`src/include/swc_pkg.sv`:
```
// Shared constants and types for the secondary CPU wake control block
`default_nettype none
package swc_pkg;

  // ==========================================================================
  // Widths
  localparam int unsigned VEC_W    = 8;  // Wake vector carried by a wake message
  localparam int unsigned KIND_W   = 2;  // Message kind code width
  localparam int unsigned STRAP_CYC = 3; // Cycles before the role strap is trusted

  // ==========================================================================
  // Interprocessor message kinds from the local interrupt unit
  typedef logic [KIND_W-1:0] swc_kind_t;
  localparam swc_kind_t KIND_OTHER = 2'h0;
  localparam swc_kind_t KIND_INIT  = 2'h1;
  localparam swc_kind_t KIND_WAKE  = 2'h2;

  // ==========================================================================
  // Reset values
  localparam logic [VEC_W-1:0] VEC_RST  = 8'h00;
  localparam logic [1:0]       STRAP_RST = 2'h0;

  // ==========================================================================
  // Sequencer states, one-hot
  typedef enum logic [3:0] {
    ST_STRAP = 4'h1,  // Catching the role strap after reset
    ST_HALT  = 4'h2,  // Secondary parked, waiting for a wake message
    ST_INIT  = 4'h4,  // Applying an init
    ST_RUN   = 4'h8   // Executing
  } swc_state_t;

endpackage
`default_nettype wire

```
`src/include/swc_evt_if.sv`:
```
// Event bundle from the message front end to the wake sequencer
`default_nettype none
interface swc_evt_if;
  import swc_pkg::*;

  logic             init_evt;     // Init from pin or message, one-cycle pulse
  logic             wake_evt;     // Wake vector message, one-cycle pulse
  logic [VEC_W-1:0] wake_vec;     // Vector of the wake message
  logic             role_primary; // Synchronised role strap level

  modport src (output init_evt, output wake_evt, output wake_vec, output role_primary);
  modport dst (input init_evt, input wake_evt, input wake_vec, input role_primary);
endinterface
`default_nettype wire

```
`src/verilog/swc_msg_front.sv`:
```
// Init pin synchroniser, strap synchroniser and message decode
`default_nettype none
module swc_msg_front
  import swc_pkg::*;
(
  input  wire logic                ref_clk,
  input  wire logic                resetn,
  input  wire logic                init_pin,
  input  wire logic                role_pin,
  input  wire logic                msg_valid,
  input  wire swc_pkg::swc_kind_t  msg_kind,
  input  wire logic [VEC_W-1:0]    msg_vector,
  swc_evt_if.src                   evt
);

  // ==========================================================================
  // Pin synchronisers
  logic       init_meta;
  logic       init_sync;
  logic       init_prev;
  logic       role_meta;
  logic       role_sync;
  logic       next_init_evt;
  logic       next_wake_evt;
  logic [VEC_W-1:0] next_wake_vec;
  logic       init_evt_q;
  logic       wake_evt_q;
  logic [VEC_W-1:0] wake_vec_q;

  // First stages feed only the second stages
  always_ff @(posedge ref_clk or negedge resetn) begin
    if (!resetn) begin
      init_meta <= 1'b0;
      init_sync <= 1'b0;
      init_prev <= 1'b0;
      role_meta <= 1'b0;
      role_sync <= 1'b0;
    end else begin
      init_meta <= init_pin;
      init_sync <= init_meta;
      init_prev <= init_sync;
      role_meta <= role_pin;
      role_sync <= role_meta;
    end
  end

  // ==========================================================================
  // Event decode
  // same init effect
  always_comb begin
    next_init_evt = (init_sync & ~init_prev) | (msg_valid & (msg_kind == KIND_INIT));
    next_wake_evt = msg_valid & (msg_kind == KIND_WAKE);
    next_wake_vec = next_wake_evt ? msg_vector : wake_vec_q;
  end

  // Registered so the sequencer sees clean pulses
  always_ff @(posedge ref_clk or negedge resetn) begin
    if (!resetn) begin
      init_evt_q <= 1'b0;
      wake_evt_q <= 1'b0;
      wake_vec_q <= VEC_RST;
    end else begin
      init_evt_q <= next_init_evt;
      wake_evt_q <= next_wake_evt;
      wake_vec_q <= next_wake_vec;
    end
  end

  assign evt.init_evt     = init_evt_q;
  assign evt.wake_evt     = wake_evt_q;
  assign evt.wake_vec     = wake_vec_q;
  assign evt.role_primary = role_sync;

endmodule
`default_nettype wire

```
`src/verilog/swc_wake_ctrl.sv`:
```
// Wake sequencer for a processor started by init and wake vector messages
//
// What this block does
// - As secondary, every reset or init needs a wake message before running.
// - As secondary, reset or init parks in halt, never the reset vector.
// - Init from the pin and init message have identical effect.
// - Init arriving while halted is latched pending until a wake message.
// - After a wake is accepted, inits still act, further wake messages dropped.
// - Wake messages accepted again only after a new reset or init.
// - As primary, every wake message is dropped, pulsing wake_dropped with no other state change.
`default_nettype none
module swc_wake_ctrl
  import swc_pkg::*;
(
  input  wire logic                ref_clk,
  input  wire logic                resetn,
  input  wire logic                init_pin,
  input  wire logic                role_pin,
  input  wire logic                msg_valid,
  input  wire swc_pkg::swc_kind_t  msg_kind,
  input  wire logic [VEC_W-1:0]    msg_vector,
  output logic                     cpu_run,
  output logic                     cpu_halted,
  output logic                     reset_fetch,
  output logic                     wake_fetch,
  output logic [VEC_W-1:0]         wake_vector,
  output logic                     init_pending,
  output logic                     wake_armed,
  output logic                     wake_dropped,
  output logic                     role_primary
);

  // ==========================================================================
  // Front end
  swc_evt_if evt ();

  swc_msg_front u_front (
    .ref_clk    (ref_clk),
    .resetn     (resetn),
    .init_pin   (init_pin),
    .role_pin   (role_pin),
    .msg_valid  (msg_valid),
    .msg_kind   (msg_kind),
    .msg_vector (msg_vector),
    .evt        (evt)
  );

  // ==========================================================================
  // Sequencer state
  swc_state_t       state;
  swc_state_t       next_state;
  logic [1:0]       strap_cnt;
  logic [1:0]       next_strap_cnt;
  logic             primary;
  logic             next_primary;
  logic             pending;
  logic             next_pending;
  logic             armed;
  logic             next_armed;
  logic             rst_fetch_q;
  logic             next_rst_fetch;
  logic             wake_fetch_q;
  logic             next_wake_fetch;
  logic [VEC_W-1:0] vec_q;
  logic [VEC_W-1:0] next_vec;
  logic             drop_q;
  logic             next_drop;

  // Next-state logic; an init in the same cycle as a wake is kept, except in ST_STRAP and in ST_INIT as primary
  always_comb begin
    next_state      = state;
    next_strap_cnt  = strap_cnt;
    next_primary    = primary;
    next_pending    = pending;
    next_armed      = armed;
    next_rst_fetch  = 1'b0;
    next_wake_fetch = 1'b0;
    next_vec        = vec_q;
    next_drop       = 1'b0;
    case (state)
      ST_STRAP: begin
        // Strap needs the synchroniser to fill before it is trusted
        if (strap_cnt == 2'(STRAP_CYC - 1)) begin
          next_primary = evt.role_primary;
          if (evt.role_primary) begin
            next_state     = ST_RUN;
            next_rst_fetch = 1'b1;
          end else begin
            next_state = ST_HALT;
            next_armed = 1'b1;
          end
        end else begin
          next_strap_cnt = strap_cnt + 2'h1;
        end
      end
      ST_HALT: begin
        if (evt.init_evt) begin
          next_pending = 1'b1;
        end
        if (evt.wake_evt && armed) begin
          next_state      = ST_RUN;
          next_wake_fetch = 1'b1;
          next_vec        = evt.wake_vec;
          next_armed      = 1'b0;
        end
      end
      ST_INIT: begin
        if (primary) begin
          // Primary restarts from the reset vector
          next_state     = ST_RUN;
          next_rst_fetch = 1'b1;
        end else begin
          next_state = ST_HALT;
          next_armed = 1'b1;
          if (evt.init_evt) begin
            next_pending = 1'b1;
          end
        end
        if (evt.wake_evt) begin
          next_drop = 1'b1;
        end
      end
      ST_RUN: begin
        if (evt.init_evt || pending) begin
          next_state   = ST_INIT;
          next_pending = 1'b0;
        end
        if (evt.wake_evt) begin
          next_drop = 1'b1;
        end
      end
      default: begin
        next_state = ST_STRAP;
      end
    endcase
  end

  // Registers only
  always_ff @(posedge ref_clk or negedge resetn) begin
    if (!resetn) begin
      state        <= ST_STRAP;
      strap_cnt    <= STRAP_RST;
      primary      <= 1'b0;
      pending      <= 1'b0;
      armed        <= 1'b0;
      rst_fetch_q  <= 1'b0;
      wake_fetch_q <= 1'b0;
      vec_q        <= VEC_RST;
      drop_q       <= 1'b0;
    end else begin
      state        <= next_state;
      strap_cnt    <= next_strap_cnt;
      primary      <= next_primary;
      pending      <= next_pending;
      armed        <= next_armed;
      rst_fetch_q  <= next_rst_fetch;
      wake_fetch_q <= next_wake_fetch;
      vec_q        <= next_vec;
      drop_q       <= next_drop;
    end
  end

  // ==========================================================================
  // Outputs, all from registers
  assign cpu_run      = (state == ST_RUN);
  assign cpu_halted   = (state == ST_HALT);
  assign reset_fetch  = rst_fetch_q;
  assign wake_fetch   = wake_fetch_q;
  assign wake_vector  = vec_q;
  assign init_pending = pending;
  assign wake_armed   = armed;
  assign wake_dropped = drop_q;
  assign role_primary = primary;

endmodule
`default_nettype wire

```
`config.mk`:
```
export PLATFORM = sky130hd
export DESIGN_NAME = swc_wake_ctrl
export DESIGN_NICKNAME = d
export VERILOG_FILES = /design/src/include/swc_pkg.sv /design/src/include/swc_evt_if.sv /design/src/verilog/swc_msg_front.sv /design/src/verilog/swc_wake_ctrl.sv
export SDC_FILE = /design/constraint.sdc
export NUM_CORES = 1
export LEC_CHECK = 0
export ABC_AREA = 1
export BUFFER_PORTS_ARGS = -buffer_cell sky130_fd_sc_hd__buf_2
export CORE_ASPECT_RATIO = 1.5
export CORE_MARGIN = 1
export CORE_UTILIZATION = 30
export DETAILED_ROUTE_END_ITERATION = 10
export PLACE_DENSITY = 0.49
export SLEW_MARGIN = 20
export SYNTH_ARGS = -nofsm -noshare
export SYNTH_HDL_FRONTEND = slang
export SYNTH_SLANG_ARGS = --single-unit
```
`constraint.sdc`:
```
create_clock -name ref_clk -period 4.4 [get_ports ref_clk]
set_clock_uncertainty 0.2 [all_clocks]
set_input_delay 1.1 -clock ref_clk [delete_from_list [all_inputs] [get_ports ref_clk]]
set_output_delay 1.1 -clock ref_clk [all_outputs]
set_load 0.01 [all_outputs]
```
==> results.toml, run 1 <==
[synth]
async_flop_share_pct = 100
avgSynthCellArea_um2 = 9.93
synth_common_cells = "nand2_1 (45), dfrtp_1 (34), inv_1 (14), nand3_1 (9), o21ai_0 (9)"
synthMuxAreaShare_pct = 0
synth-xor-area-share_pct = 0.635
synth_largest_area_cell = "dfrtp_1"
yosysMostFrequentCell = "nand2_1"
yosys.area_share.simple_pct = 22.6
synth-main-ff-cell = "dfrtp_1"
syn_nets = 155
syn_area_um2 = 1380
ys_types = 23
synth_area_leaders = "dfrtp_1 (62%), nand2_1 (12%), inv_1 (3.8%), nand3_1 (3.3%), o21ai_0 (3.3%)"
syn_inst = 139
ys_seq_elements = 35
synth-compound-area-share_pct = 6.71
synth_top_area_share_pct = 61.7
synth_top_family_by_area = "simple AND/OR/NAND/NOR gates"
synth-edff-count = 0
yosys_warnings = 0
yosysSeqAreaShare_pct = 63.6
synthAdderAreaFrac_pct = 0.907

[hold_path]
hold_depth = 0
min-delay-path-class = "flop to flop"
hp-start = "u_front.role_meta"
min_to = "u_front.evt.role_primary"

[worst_setup_path]
arrival_ns = 1.33
worstSetupStartpointType = "flop"
cp_max_fo = 4
r2r_cells = 7
required_ns = 3.10
rrSetupSlack_ns = 2.83
r2r_start = "state[0]"
r2r_end = "state[1]"
end_kind = "output pin"
crit_type = "flop to output pin"

[place]
dp_hpwl_um = 1860
dp.cells = 213
gp_congestion = 0.918
io_buffers = 30

[cts]
path_clk_slew_ns = 0.06
htreeDepth = 2
clockBufferDepth = 2
cts_made_buffers = 5
cts.sinks = 35
ctsHoldBuffers = 0
root_buffer = "clkbuf_8"
insertion_delay_ns = 0.28
tritoncts = "built"
postCtsSetupRepairBufs = 0
cts_resized = 0

[power_and_ir_drop]
internal-power_uw = 628
swShare_pct = 34.5
seqPwrFrac_pct = 47.8
p_leak_nw = 0.913
pwr-share-clk_pct = 22.8
cellPowerDensity_nw_per_um2 = 580
p_switching_uw = 330
peakVddDrop_v = 0.000237
combPwrFrac_pct = 29.4

[sta]
rsz0062_at_grt = "false"
finalCriticalPeriod_ns = 2.63
slew_headroom_pct = 49.3
finalSetupTns_ns = 0
maxSlewViolCount = 0
fin_crit_sh_pct = 59.8
fmax_ghz = 0.380
hold_viol = 0
setup_viol = 0
hold_ws_ns = 0.151
tightestPinTransition_ns = 0.760

[global_route]
grt_pass1_vias = 999
antenna_found_initial = 0
grt_usage_pct = 12.5
grt_start_max_net_pins = 36
overflow = 0
grt_pass1_wl_um = 4600

[drt]
post_drt_wl_per_cell_um = 11.6
ant_nets = 0
first_pass_iters = 7
vias = 1005
drc = 4
initialDrtViolationCount = 44
routed_wl_um = 2570
vias_per_cell = 4.55

[floorplanning]
fp-row-count = 29
die_y_um = 85.1
num_io_pins = 31
die_x_um = 57.4
fp.dieArea_um2 = 4880
initial_utilization_pct = 32.0
core_um2 = 4320

[layout]
fillCellCount = 450
instances_no_fill = 221
diodes = 0
final_nets = 190
drive_above_1_share_pct = 28.6
syn2layout_area_growth_pct = 19.8

[run_status]
status = "finished, violations left"
violations = "design-rule violations"

[flow_run]
drv_cap = 0
power groups by stage:
stage,clock network [mW],registers (mW),logic (mW)
after floorplan,0,0.484,0.159
after global placement,0,0.461,0.283
after detailed placement,0,0.464,0.287
after CTS,0.230,0.459,0.287
after global routing,0.245,0.471,0.327
final,0.219,0.458,0.282
cells in the final DEF, fill, tap and decap left out:
master    netlist  routed
dfrtp_1        34      34
o21ai_2         4       4
nand3_4         1       1
nand4_1         1       1
ha_1            1       1
a21boi_0        1       1
nor2_2          2       2
clkbuf_1        0       2
nor3_1          1       1
dfstp_2         1       1
buf_2           1      30
clkbuf_8        0       5
o21ai_0         9       9
nor2_1          6       6
inv_2           1       1
xor2_1          1       1
a21oi_1         1       1
nand2_1        45      45
nand3_1         9       9
nand3_2         1       1
nor2_4          1       1
clkinv_2        1       2
inv_1          14      14
nand2_2         2       2
how the worst max path moves through the flow:
stage               endpoint  depth (start not counted)     start
CTS                  cpu_run                          4  state[1]
global placement     cpu_run                          4  state[1]
global route         cpu_run                          4  state[1]
finish               cpu_run                          4  state[1]
floorplan            cpu_run                          3  state[1]
detailed placement   cpu_run                          4  state[1]
layout make-up:
cell class | count | area (um^2) | share of cell area [%]
repair buffers | 30 | 150 | 9.08
well taps | 46 | 57.6 | 3.48
clock inverters | 1 | 5.00 | 0.303
clock buffers | 7 | 76.3 | 4.62
flip-flops and latches | 35 | 877 | 53.1
inverters | 16 | 61.3 | 3.71
multi-input cells | 86 | 425 | 25.7
cells by family (layout without fill, tap and decap cells):
group | after synthesis | in the layout
AND/OR/NAND/NOR | 69 | 69
adder cells (fa/ha/maj) | 1 | 1
XOR/XNOR | 1 | 1
flip-flops | 35 | 35
buffers and inverters | 18 | 54
AO/OA/AOI/OAI | 15 | 15
registers in the layout, summed over array words and instances (netlist names), 2 cells and up:
register / count
state: 4
strap_cnt: 2
u_front.evt.wake_vec: 8
wake_vector: 8
per-stage QoR:
step           instance area, um^2  worst slack [ns]  total power [mW]  utilization (%)
5_1_grt                       1650              1.63              1.04             38.3
4_1_cts                       1650              1.78             0.977             38.3
3_3_place_gp                  1570              2.13             0.744             36.4
6_report                      1650              1.77             0.959             38.3
2_1_floorplan                 1380              2.28             0.643                -
3_5_place_dp                  1570              2.09             0.751             36.4
critical path: stages, from the launching register on:
cell	delay [ns]
dfrtp_1	0.40
nor2_1	0.18
nand3_1	0.18
inv_1	0.14
buf_2	0.14
layer usage:
layer | wire (um) | global-route usage (%) | vias to the layer above
li1 | - | - | 505
met1 | 1160 | 15.2 | 464
met2 | 1240 | 19.8 | 30
met3 | 127 | 3.66 | 6
met4 | 55 | 6.65 | 0
met5 | 0 | 0 | -
Power figures use the tool's default switching activity.
==> run 2: changes to the inputs <==
==> constraint.sdc (replaced) <==
create_clock -name ref_clk -period 2.55 [get_ports ref_clk]
set_clock_uncertainty 0.2 [all_clocks]
set_input_delay 0.6375 -clock ref_clk [delete_from_list [all_inputs] [get_ports ref_clk]]
set_output_delay 0.6375 -clock ref_clk [all_outputs]
set_load 0.01 [all_outputs]
==> run 2 against run 1 <==
  * The flow still finishes with violations (design-rule violations)
  * First-iteration DRC count rose by 39%
  * Core utilization rose by 0.43 points
  * Critical endpoint unchanged
  * Wire length fell by 0.78%
  * Critical path depth did not move
  * Via count barely moved
  * Sequential power rose by 73%
  * Global-route usage barely moved
  * Worst hold slack got worse by 0.0046 ns
==> results.toml, run 2 (synthesized netlist as in run 1, its figures left out) <==
[cts]
ctsHoldBuffers = 0
path_clk_slew_ns = 0.07
root_buffer = "clkbuf_8"
clockBufferDepth = 2
insertion_delay_ns = 0.28
cts_made_buffers = 5
htreeDepth = 2
tritoncts = "built"
cts.sinks = 35
postCtsSetupRepairBufs = 0
cts_resized = 0

[sta]
finalCriticalPeriod_ns = 2.16
rsz0062_at_grt = "false"
tightestPinTransition_ns = 0.765
finalSetupTns_ns = 0
setup_ws_ns = 0.386
hold_viol = 0
fin_crit_sh_pct = 84.9
slew_headroom_pct = 49.0
hold_ws_ns = 0.147
fmax_ghz = 0.462
setup_viol = 0
maxSlewViolCount = 0

[power_and_ir_drop]
p_switching_uw = 570
power.total_mw = 1.71
combPwrFrac_pct = 28.5
swShare_pct = 33.3
peakVddDrop_v = 0.000329
pwr-share-clk_pct = 25.2
p_leak_nw = 0.922
cellPowerDensity_nw_per_um2 = 1020
seqPwrFrac_pct = 46.4
internal-power_mw = 1.14

[drt]
drc = 4
first_pass_iters = 7
ant_nets = 0
initialDrtViolationCount = 61
vias_per_cell = 4.55
post_drt_wl_per_cell_um = 11.6
routed_wl_um = 2550
vias = 1006

[layout]
instances_no_fill = 221
layout_commonest_cell = "nand2_1"
diodes = 0
drive_above_1_share_pct = 29.1
final_nets = 190
final_area_um2 = 1670
syn2layout_area_growth_pct = 21.1
layout_common_cells = "nand2_1 (45), dfrtp_1 (34), buf_2 (30), inv_1 (14)"
utilization_pct = 38.7

[worst_setup_path]
crit_type = "flop to output pin"
rrSetupSlack_ns = 0.99
arrival_ns = 1.33
end_kind = "output pin"
r2r_cells = 7
cp_max_fo = 4
required_ns = 1.71
worstSetupStartpointType = "flop"

[floorplanning]
num_io_pins = 31
fp.dieArea_um2 = 4880
initial_utilization_pct = 32.0
core_um2 = 4320
die_y_um = 85.1
die_x_um = 57.4
fp-row-count = 29

[run_status]
violations = "design-rule violations"
status = "finished, violations left"

[hold_path]
hold_depth = 0
min-delay-path-class = "flop to flop"

[global_route]
grt_pass1_wl_um = 4620
overflow = 0
grt_start_max_net_pins = 36
antenna_found_initial = 0
grt_usage_pct = 12.5
grt_pass1_vias = 1016

[place]
dpl_cell_area_um2 = 1570
dp_hpwl_um = 1850
place_ws_ns = 0.705
io_buffers = 30
gp_congestion = 0.918
dp.cells = 213

[flow_run]
drv_cap = 0
==> run 2: cell count changes in the layout (fill, tap and decap cells not counted) <==
cell	previous run	this run
clkbuf_1	2	1
clkbuf_8	5	7
clkinv_2	2	1
==> run 2: per-layer routing <==
metal | track usage [%] | vias to the layer above | share of wire, %
met4 | 5.54 | 0 | 1.9
li1 | - | 506 | -
met1 | 14.9 | 467 | 42
met2 | 20.1 | 28 | 50
met5 | 0 | - | 0
met3 | 4.42 | 5 | 5.3
==> run 2: path summary, 6_finish.rpt <==
path,startpoint,endpoint
max,state[1],cpu_run
min,u_front.init_meta,u_front.init_sync
max reg2reg,state[0],state[1]
min reg2reg,u_front.init_meta,u_front.init_sync
max in group asynchronous,resetn,wake_vector[7]
min in group asynchronous,resetn,reset_fetch
==> run 2: power by group through the flow <==
stage	clock network [mW]	registers [mW]	logic, mW
after CTS	0.453	0.793	0.496
final	0.430	0.792	0.487
after floorplan	0	0.836	0.275
after global placement	0	0.796	0.489
after detailed placement	0	0.800	0.496
after global routing	0.481	0.812	0.561
==> run 2: critical path, cell delays in order, from the launching register on <==
cell and delay, ns:
dfrtp_1 0.40, nor2_1 0.19, nand3_1 0.17, inv_1 0.14, buf_2 0.14
==> run 2: cell type report <==
class                           count  area, um^2
Clock buffer                        8         100
Fill cell                         438        2650
Inverter                           16        61.3
Multi-Input combinational cell     86         425
Sequential cell                    35         877
Tap cell                           46        57.6
Timing Repair Buffer               30         150
